===== src/hdl/position_option_pkg.sv =====
package position_option_pkg;

    // Object dictionary indices
    localparam logic [15:0] IDX_POS_OPTION  = 16'h60f2;
    localparam logic [15:0] IDX_FOLLOW_ERR  = 16'h60f4;
    localparam logic [15:0] IDX_INPUT_LEVEL = 16'h60fd;

    // Reset values
    localparam logic [15:0] POS_OPTION_RST  = 16'h0001;
    localparam logic [31:0] FOLLOW_ERR_RST  = 32'h0000_0000;
    localparam logic [31:0] INPUT_LEVEL_RST = 32'h0000_0000;

    // Option word fields
    localparam int REL_BASE_LSB   = 0;
    localparam int RELEASE_LSB    = 4;
    localparam int ROTARY_DIR_LSB = 6;

    // Control and status bits
    localparam int CTRL_NEW_SETPOINT = 4;
    localparam int CTRL_RELATIVE     = 6;
    localparam int STATUS_ACK        = 12;

    // Input word positions
    localparam int IN_NEG_LIMIT  = 0;
    localparam int IN_POS_LIMIT  = 1;
    localparam int IN_HOME       = 2;
    localparam int IN_GENERAL_LSB = 16;

    // Field codes
    localparam logic [1:0] REL_PREV_TARGET = 2'h0;
    localparam logic [1:0] REL_RAMP_OUTPUT = 2'h1;
    localparam logic [1:0] REL_ACTUAL_POS  = 2'h2;
    localparam logic [1:0] REL_NONE        = 2'h0;
    localparam logic [1:0] RELEASE_HOST    = 2'h0;
    localparam logic [1:0] RELEASE_AT_GOAL = 2'h1;
    localparam logic [1:0] RELEASE_ASAP    = 2'h2;
    localparam logic [1:0] ROT_LINEAR      = 2'h0;
    localparam logic [1:0] ROT_NEG_ONLY    = 2'h1;
    localparam logic [1:0] ROT_POS_ONLY    = 2'h2;
    localparam logic [1:0] ROT_SHORTEST    = 2'h3;

    // Move direction encoding
    localparam logic [1:0] DIR_POS = 2'h1;
    localparam logic [1:0] DIR_NEG = 2'h2;

    typedef enum logic [1:0] {
        REQ_IDLE,
        REQ_ACKED,
        REQ_RELEASED
    } req_state_type;

endpackage


===== src/hdl/positioning_option_logic.sv =====
`timescale 1ns/1ps
module positioning_option_logic
    import position_option_pkg::*;
#(
    parameter logic [7:0] GENERAL_IN_MASK = 8'hff
) (
    // Clock and reset
    input  wire logic               clock,
    input  wire logic               rst_n,
    // Object access
    input  wire logic [15:0]        obj_index,
    input  wire logic               obj_wr,
    input  wire logic               obj_rd,
    input  wire logic [31:0]        obj_wdata,
    output logic      [31:0]        obj_rdata,
    output logic                    obj_rvalid,
    output logic                    obj_err,
    // Control and status word
    input  wire logic               ctrl_wr,
    input  wire logic [15:0]        ctrl_wdata,
    output logic      [15:0]        ctrl_word,
    output logic                    setpoint_ack,
    // Trajectory interface
    input  wire logic signed [31:0] target_position,
    input  wire logic signed [31:0] ramp_output,
    input  wire logic signed [31:0] actual_position,
    input  wire logic signed [31:0] range_min,
    input  wire logic signed [31:0] range_max,
    input  wire logic               setpoint_ready,
    input  wire logic               target_reached,
    output logic signed [31:0]      move_target,
    output logic      [1:0]         move_direction,
    output logic                    move_start,
    // Switch pins
    input  wire logic               negative_limit_input,
    input  wire logic               positive_limit_input,
    input  wire logic               home_switch_input,
    input  wire logic [7:0]         general_input
);

    logic [15:0]        option_r;
    logic [15:0]        ctrl_r;
    logic [15:0]        ctrl_nxt;
    req_state_type      req_r;
    req_state_type      req_nxt;
    logic signed [31:0] prev_target_r;
    logic signed [31:0] follow_err_r;
    logic [31:0]        input_word_r;
    logic [10:0]        pin_s1_r;
    logic [10:0]        pin_s2_r;
    logic signed [31:0] raw_target_r;

    // Option fields
    wire [1:0] relative_base_select    = option_r[REL_BASE_LSB +: 2];
    wire [1:0] setpoint_release_select = option_r[RELEASE_LSB +: 2];
    wire [1:0] rotary_direction_select = option_r[ROTARY_DIR_LSB +: 2];

    wire new_setpoint = ctrl_r[CTRL_NEW_SETPOINT];
    wire relative_cmd = ctrl_r[CTRL_RELATIVE];
    wire accept       = (req_r == REQ_IDLE) && new_setpoint && setpoint_ready;

    // Base of a move; absolute moves use no base
    wire [1:0] base_code = relative_cmd ? relative_base_select : REL_NONE;
    wire signed [31:0] base_value =
        !relative_cmd                      ? 32'sh0000_0000 :
        (base_code == REL_RAMP_OUTPUT)     ? ramp_output :
        (base_code == REL_ACTUAL_POS)      ? actual_position :
                                             prev_target_r;
    wire signed [31:0] raw_target = base_value + target_position;

    // Range wrap
    wire signed [32:0] span =
        33'(range_max) - 33'(range_min) + 33'sh0_0000_0001;
    wire signed [31:0] wrapped_target =
        (raw_target > range_max) ? 32'(33'(raw_target) - span) :
        (raw_target < range_min) ? 32'(33'(raw_target) + span) :
                                   raw_target;

    // Direction choice
    wire signed [32:0] diff_raw =
        33'(wrapped_target) - 33'(actual_position);
    wire signed [32:0] diff_turn =
        (diff_raw < 0) ? diff_raw + span : diff_raw;
    wire               short_pos = diff_turn < (span >>> 1);
    wire [1:0] dir_sel =
        (rotary_direction_select == ROT_NEG_ONLY) ? DIR_NEG :
        (rotary_direction_select == ROT_POS_ONLY) ? DIR_POS :
        (rotary_direction_select == ROT_SHORTEST) ?
            (short_pos ? DIR_POS : DIR_NEG) :
        (diff_raw < 0 ? DIR_NEG : DIR_POS);

    // Handshake sequencing
    wire release_on = (setpoint_release_select == RELEASE_AT_GOAL) ||
                      (setpoint_release_select == RELEASE_ASAP);
    wire goal_release = (setpoint_release_select == RELEASE_AT_GOAL) &&
                        target_reached;
    wire asap_release = setpoint_release_select == RELEASE_ASAP;

    always_comb begin
        req_nxt  = req_r;
        ctrl_nxt = ctrl_r;
        unique case (req_r)
            REQ_IDLE: begin
                if (accept)
                    req_nxt = REQ_ACKED;
            end
            REQ_ACKED: begin
                if (release_on && (goal_release || asap_release)) begin
                    ctrl_nxt[CTRL_NEW_SETPOINT] = 1'b0;
                    req_nxt = REQ_RELEASED;
                end else if (!new_setpoint) begin
                    req_nxt = REQ_IDLE;
                end
            end
            REQ_RELEASED: begin
                req_nxt = REQ_IDLE;
            end
        endcase
        // Host write wins over the device's own clear
        if (ctrl_wr)
            ctrl_nxt = ctrl_wdata;
    end

    always_ff @(posedge clock) begin
        if (!rst_n) begin
            req_r  <= REQ_IDLE;
            ctrl_r <= 16'h0000;
        end else begin
            req_r  <= req_nxt;
            ctrl_r <= ctrl_nxt;
        end
    end

    // Ack outlives the request bit by one cycle
    assign ctrl_word    = ctrl_r;
    assign setpoint_ack = (req_r == REQ_ACKED) ||
                          (req_r == REQ_RELEASED);

    // Accepted move
    always_ff @(posedge clock) begin
        if (!rst_n) begin
            prev_target_r  <= 32'sh0000_0000;
            move_target    <= 32'sh0000_0000;
            move_direction <= DIR_POS;
            move_start     <= 1'b0;
            raw_target_r   <= 32'sh0000_0000;
        end else begin
            move_start <= accept;
            if (accept) begin
                prev_target_r  <= wrapped_target;
                move_target    <= wrapped_target;
                move_direction <= dir_sel;
                raw_target_r   <= raw_target;
            end
        end
    end

    // Following error and input word
    wire [10:0] pins = {general_input, home_switch_input,
                        positive_limit_input, negative_limit_input};

    always_ff @(posedge clock) begin
        if (!rst_n) begin
            pin_s1_r     <= 11'h000;
            pin_s2_r     <= 11'h000;
            input_word_r <= INPUT_LEVEL_RST;
            follow_err_r <= FOLLOW_ERR_RST;
        end else begin
            pin_s1_r     <= pins;
            pin_s2_r     <= pin_s1_r;
            follow_err_r <= ramp_output - actual_position;
            input_word_r <= {8'h00,
                             pin_s2_r[10:3] & GENERAL_IN_MASK,
                             13'h0000, pin_s2_r[2:0]};
        end
    end

    // Object access
    wire hit_option = obj_index == IDX_POS_OPTION;
    wire hit_ferr   = obj_index == IDX_FOLLOW_ERR;
    wire hit_input  = obj_index == IDX_INPUT_LEVEL;
    wire hit_any    = hit_option || hit_ferr || hit_input;
    wire bad_access = (obj_wr && !hit_option) || (obj_rd && !hit_any);
    wire [31:0] read_mux =
        hit_option ? {16'h0000, option_r} :
        hit_ferr   ? follow_err_r :
        hit_input  ? input_word_r : 32'h0000_0000;

    always_ff @(posedge clock) begin
        if (!rst_n) begin
            option_r   <= POS_OPTION_RST;
            obj_rdata  <= 32'h0000_0000;
            obj_rvalid <= 1'b0;
            obj_err    <= 1'b0;
        end else begin
            if (obj_wr && hit_option)
                option_r <= obj_wdata[15:0];
            obj_rvalid <= obj_rd && hit_any;
            obj_err    <= bad_access;
            if (obj_rd)
                obj_rdata <= read_mux;
        end
    end

    a_option_reset: assert property (@(posedge clock)
        $past(!rst_n) |-> option_r == POS_OPTION_RST)
        else $error("option word not at reset value");

    a_absolute_move: assert property (@(posedge clock)
        disable iff (!rst_n)
        accept && !relative_cmd |=> raw_target_r == $past(target_position))
        else $error("absolute move used a base");

    a_base_prev: assert property (@(posedge clock)
        disable iff (!rst_n)
        accept && relative_cmd && relative_base_select == REL_PREV_TARGET
        |=> raw_target_r == $past(prev_target_r) + $past(target_position))
        else $error("relative move not based on previous target");

    a_base_ramp: assert property (@(posedge clock)
        disable iff (!rst_n)
        accept && relative_cmd && relative_base_select == REL_RAMP_OUTPUT
        |=> raw_target_r == $past(ramp_output) + $past(target_position))
        else $error("relative move not based on ramp output");

    a_base_actual: assert property (@(posedge clock)
        disable iff (!rst_n)
        accept && relative_cmd && relative_base_select == REL_ACTUAL_POS
        |=> raw_target_r == $past(actual_position) + $past(target_position))
        else $error("relative move not based on actual position");

    a_ack_after_clear: assert property (@(posedge clock)
        disable iff (!rst_n)
        req_r == REQ_ACKED && release_on && (goal_release || asap_release)
        && !ctrl_wr |=> !ctrl_word[CTRL_NEW_SETPOINT] && setpoint_ack
        ##1 !setpoint_ack)
        else $error("release order wrong");

    a_release_asap: assert property (@(posedge clock)
        disable iff (!rst_n)
        accept && asap_release && !ctrl_wr
        ##1 !ctrl_wr |=> !ctrl_word[CTRL_NEW_SETPOINT])
        else $error("immediate release missing");

    a_host_release: assert property (@(posedge clock)
        disable iff (!rst_n)
        setpoint_ack && setpoint_release_select == RELEASE_HOST
        && new_setpoint |=> setpoint_ack)
        else $error("ack dropped while host still requests");

    a_neg_only: assert property (@(posedge clock)
        disable iff (!rst_n)
        accept && rotary_direction_select == ROT_NEG_ONLY
        |=> move_direction == DIR_NEG)
        else $error("negative-only move went positive");

    a_pos_only: assert property (@(posedge clock)
        disable iff (!rst_n)
        accept && rotary_direction_select == ROT_POS_ONLY
        |=> move_direction == DIR_POS)
        else $error("positive-only move went negative");

    a_follow_err: assert property (@(posedge clock)
        disable iff (!rst_n)
        $past(rst_n) |-> follow_err_r ==
            $past(ramp_output) - $past(actual_position))
        else $error("following error stale");

    a_limit_bits: assert property (@(posedge clock)
        disable iff (!rst_n)
        $past(rst_n, 3) |-> input_word_r[IN_NEG_LIMIT] ==
            $past(negative_limit_input, 3) && input_word_r[IN_HOME] ==
            $past(home_switch_input, 3))
        else $error("switch bits do not follow pins");

    a_option_write: assert property (@(posedge clock)
        disable iff (!rst_n)
        obj_wr && hit_option |=> option_r == $past(obj_wdata[15:0]))
        else $error("option write lost");

    a_range_wrap: assert property (@(posedge clock)
        disable iff (!rst_n)
        accept |=> move_target >= $past(range_min)
            && move_target <= $past(range_max))
        else $error("target outside position range");

    a_shortest_pos: assert property (@(posedge clock)
        disable iff (!rst_n)
        accept && rotary_direction_select == ROT_SHORTEST
        && diff_raw >= 0 && diff_raw < (span >>> 1)
        |=> move_direction == DIR_POS)
        else $error("short positive path not taken");

    a_read_only: assert property (@(posedge clock)
        disable iff (!rst_n)
        obj_wr && (hit_ferr || hit_input) |=> obj_err)
        else $error("write to read-only value not refused");

    a_pos_limit_bit: assert property (@(posedge clock)
        disable iff (!rst_n)
        $past(rst_n, 3) |-> input_word_r[IN_POS_LIMIT] ==
            $past(positive_limit_input, 3))
        else $error("positive limit bit does not follow pin");

    a_general_bits: assert property (@(posedge clock)
        disable iff (!rst_n)
        $past(rst_n, 3) |-> input_word_r[IN_GENERAL_LSB +: 8] ==
            ($past(general_input, 3) & GENERAL_IN_MASK)
            && input_word_r[31:24] == 8'h00)
        else $error("general input bits wrong");

endmodule


===== config.mk =====
export PLATFORM = sky130hd
export DESIGN_NAME = positioning_option_logic
export DESIGN_NICKNAME = d
export VERILOG_FILES = /design/src/hdl/position_option_pkg.sv /design/src/hdl/positioning_option_logic.sv
export SDC_FILE = /design/constraint.sdc
export NUM_CORES = 1
export LEC_CHECK = 0
export ABC_AREA = 1
export BUFFER_PORTS_ARGS = -buffer_cell sky130_fd_sc_hd__buf_2
export CAP_MARGIN = 30
export CORE_MARGIN = 2
export CORE_UTILIZATION = 25
export DETAILED_ROUTE_END_ITERATION = 12
export PLACE_DENSITY = 0.37
export SLEW_MARGIN = 5
export SYNTH_ARGS = -nofsm -noshare
export SYNTH_HDL_FRONTEND = slang
export SYNTH_SLANG_ARGS = --single-unit

===== constraint.sdc =====
create_clock -name clock -period 16.8 [get_ports clock]
set_clock_uncertainty 0.05 [all_clocks]
set_input_delay 3.36 -clock clock [delete_from_list [all_inputs] [get_ports clock]]
set_output_delay 3.36 -clock clock [all_outputs]
set_load 0.005 [all_outputs]

==> Flow_metrics.wiki <==
{| class="wikitable"
! Metric !! Value
|-
| Status || complete, no violations
|-
| Worst IR drop on VDD || 0.105 mV
|-
| Number of search-and-repair iterations in the first detailed-routing pass || 5
|-
| Antenna violations before repair || 8
|-
| Full die area || 94,100 sq um
|-
| Post-synth net total || 4,303
|-
| Launch point of the worst reg-to-reg path || ctrl_word[6]
|-
| Critical Path Start Type || primary input
|-
| Vias after detailed routing || 24,800
|-
| Total number of clock tree sinks || 168
|-
| Number of hold buffers added after cts || 0
|-
| Tot GR Track Use || 20.9%
|-
| Number of nets with antenna violations after routing || 0
|-
| Worst endpoint data arrival time || 14.68 ns
|-
| Required time at the endpoint of the critical path || 17.06 ns
|-
| Initial cell density of the core || 25.1%
|-
| Crit path top cell by count || sky130_fd_sc_hd__nand2_1
|-
| Largest stage delay, worst path || 0.46 ns
|-
| CTS resizes || 0
|-
| Routed len/inst || 19.5 um
|-
| Proportion of synthesized chip area in sequential cells || 14.7%
|-
| Cell chosen for the clock root || sky130_fd_sc_hd__clkbuf_16
|-
| Worst setup slack after layout || 2.38 ns
|-
| Number of global-route vias before repair || 24,500
|-
| Final core utilization || 29.0%
|-
| Core region area || 91,200 sq um
|-
| Clock-pin slew reported for the worst setup and hold paths after clock tree synthesis || 0.07 ns
|-
| Post-Place Worst Slack || 1.92 ns
|-
| Height of the chip || 307 um
|-
| Count of warnings emitted by yosys || 0
|-
| Start point of the worst min-delay path || pin_s2_r[10]
|-
| R2R setup slack || 3.98 ns
|-
| GPL Wtd Cong || 0.900
|-
| Worst min-delay path endpoint || input_word_r[23]
|-
| Global-route wire length before repair || 150 mm
|-
| Critical path's top delay family || compound AO/OA/AOI/OAI gates
|-
| Area added between synthesis and finish || 15.6%
|-
| Pwr per Cell Area || 197 nW/um^2
|-
| Share of final-layout standard cells stronger than drive strength 1 || 10.9%
|-
| Total congestion overflow || 0
|-
| Total power of the final layout || 5210 uW
|-
| Count of endpoints failing hold in the final timing report || 0
|-
| Nets@finish || 4,590
|-
| Most used DFF post-synth || sky130_fd_sc_hd__dfxtp_1
|-
| Clk Latency, worst-skew pair || 0.45 ns
|-
| Reported max-cap violation count || 0
|-
| Crit-path slowest cell || sky130_fd_sc_hd__o21ai_0
|-
| DR vias/cell || 4.77
|-
| Clock Path Buffers || 2
|-
| Setup repair after global routing missed its margin || no
|-
| IO Count || 328
|-
| Netlist area before placement || 22,900 sq um
|-
| Clock tree from TritonCTS || built
|-
| Port buffer count || 311
|-
| Aggregate negative setup slack || 0 ns
|-
| Post-CTS Setup Inserts || 0
|-
| Deepest level of the CTS H-tree || 4
|-
| Critical register-to-register path endpoint || move_direction[0]
|-
| Commonest cells after routing, fill and taps aside || sky130_fd_sc_hd__nand2_1 (746), sky130_fd_sc_hd__inv_1 (636), sky130_fd_sc_hd__a21oi_1 (422)
|-
| Number of buffers created by CTS || 17
|-
| Maximum number of pins on one net before global-route repair || 78
|-
| CP Buf/Inv Count || 8
|-
| HP Class || reg -> reg
|-
| Std-Cell Rows || 111
|-
| DRC || 0
|-
| Most common cell after layout, fill and taps aside || sky130_fd_sc_hd__nand2_1
|-
| Post-synthesis area per instance || 6.19 sq um
|-
| Final HPWL from detailed placement || 87.6 mm
|-
| Die outline width || 307 um
|-
| Element type at the critical path end || flip-flop
|-
| Worst setup path class || in -> reg
|-
| Min cycle time layout || 14.42 ns
|-
| Max transition margin || 42.8%
|-
| Count of cell types in the netlist || 65
|-
| Count of flip-flops with a built-in enable after synthesis || 0
|-
| Fmax || 0.0694 GHz
|-
| Slew Limit Fails || 0
|-
| Tcrit/Tclk final || 85.8%
|-
| DRC violation total after the first TritonRoute iteration || 1,345
|-
| Max FO, Critical Path || 22
|-
| Flop and latch count out of synthesis || 168
|-
| Worst hold path depth || 2
|-
| Transition time at the pin with the least slew margin || 0.849 ns
|-
| Async set-reset flop share out of synthesis || 0%
|-
| Path depth of the worst reg2reg path || 64
|-
| Leakage power figure || 0.0145 uW
|-
| Number of setup violations in the final report || 0
|-
| Detailed-route wire length || 101 mm
|-
| Cells after Synth || 3,704
|}
[report_power, final]
part | switching (uW) | internal, uW | total [uW]
sequential | 11.1 | 420 | 431
clock | 180 | 213 | 393
combinational | 2870 | 1520 | 4380
total | 3060 | 2150 | 5210
[tightest hold or removal path: cells and delay by family, from the launching register on]
family        cells  cell delay (ns)
flops             1             0.31
simple gates      1             0.04
buf+inv           1             0.04
[metal layers]
metal	track usage [%]	routed length [um]
met1	26.9	46700
met2	38.5	50100
met3	1.55	2980
met4	3.47	1420
met5	0	37
[synthesized netlist by cell type, types with 39 or more instances]
cell / count / area (sq um)
sky130_fd_sc_hd__o21bai_1: 41 / 308
sky130_fd_sc_hd__nor2_1: 313 / 1170
sky130_fd_sc_hd__nand4_1: 39 / 244
sky130_fd_sc_hd__a21oi_1: 422 / 2110
sky130_fd_sc_hd__ha_1: 350 / 4380
sky130_fd_sc_hd__xnor2_1: 39 / 342
sky130_fd_sc_hd__nand2_1: 746 / 2800
sky130_fd_sc_hd__o21ai_0: 295 / 1480
sky130_fd_sc_hd__a21o_1: 39 / 293
sky130_fd_sc_hd__nand3_1: 153 / 766
sky130_fd_sc_hd__inv_1: 636 / 2390
sky130_fd_sc_hd__dfxtp_1: 168 / 3360
sky130_fd_sc_hd__clkbuf_1: 53 / 199
sky130_fd_sc_hd__xor2_1: 106 / 928
[how the worst max path moves through the flow]
stage / cells past startpoint / slack, ns / endpoint / startpoint
3_5_place_dp: 64 / 1.92 / move_direction[0] / actual_position[1]
6_report: 64 / 2.38 / move_direction[0] / actual_position[1]
4_1_cts: 64 / 2.34 / move_direction[0] / actual_position[1]
5_1_grt: 68 / 1.41 / move_direction[0] / actual_position[1]
3_3_place_gp: 64 / 1.92 / move_direction[0] / actual_position[1]
2_1_floorplan: 65 / 5.50 / move_direction[0] / ramp_output[0]
[registers in the layout, indices dropped and copies added, names as in the netlist, 2 cells and up]
signal          count
ctrl_word          16
follow_err_r       32
input_word_r       11
move_direction      2
obj_rdata          32
option_r           16
pin_s1_r           11
pin_s2_r           11
prev_target_r      32
req_r               2
[stage by stage]
stage | cells | hold slack [ns] | area (sq um)
2_1_floorplan | 3704 | 0.340 | 22900
3_3_place_gp | 5158 | 0.350 | 25900
3_5_place_dp | 5158 | 0.348 | 25900
4_1_cts | 5189 | 0.365 | 26500
5_1_grt | 5191 | 0.381 | 26500
6_report | 5194 | 0.364 | 26500
[layout make-up]
cell class | count | area (sq um)
diodes | 5 | 12.5
clock buffers | 19 | 453
clock inverters | 12 | 115
fillers | 10600 | 64700
inverters | 643 | 2410
multi-input cells | 2804 | 16800
flip-flops and latches | 168 | 3360
well taps | 1186 | 1480
repair buffers | 357 | 1900
[logic make-up after synthesis]
| logic type | after synthesis | synth area share (%) |
|---|---|---|
| compound gates | 964 | 23.5 |
| xor+xnor | 145 | 5.54 |
| fa+ha+maj | 357 | 19.7 |
| buf+inv | 732 | 12.3 |
| flops | 168 | 14.7 |
| mux | 2 | 0.0928 |
| simple gates | 1336 | 24.2 |
Power figures use the tool's default switching activity.
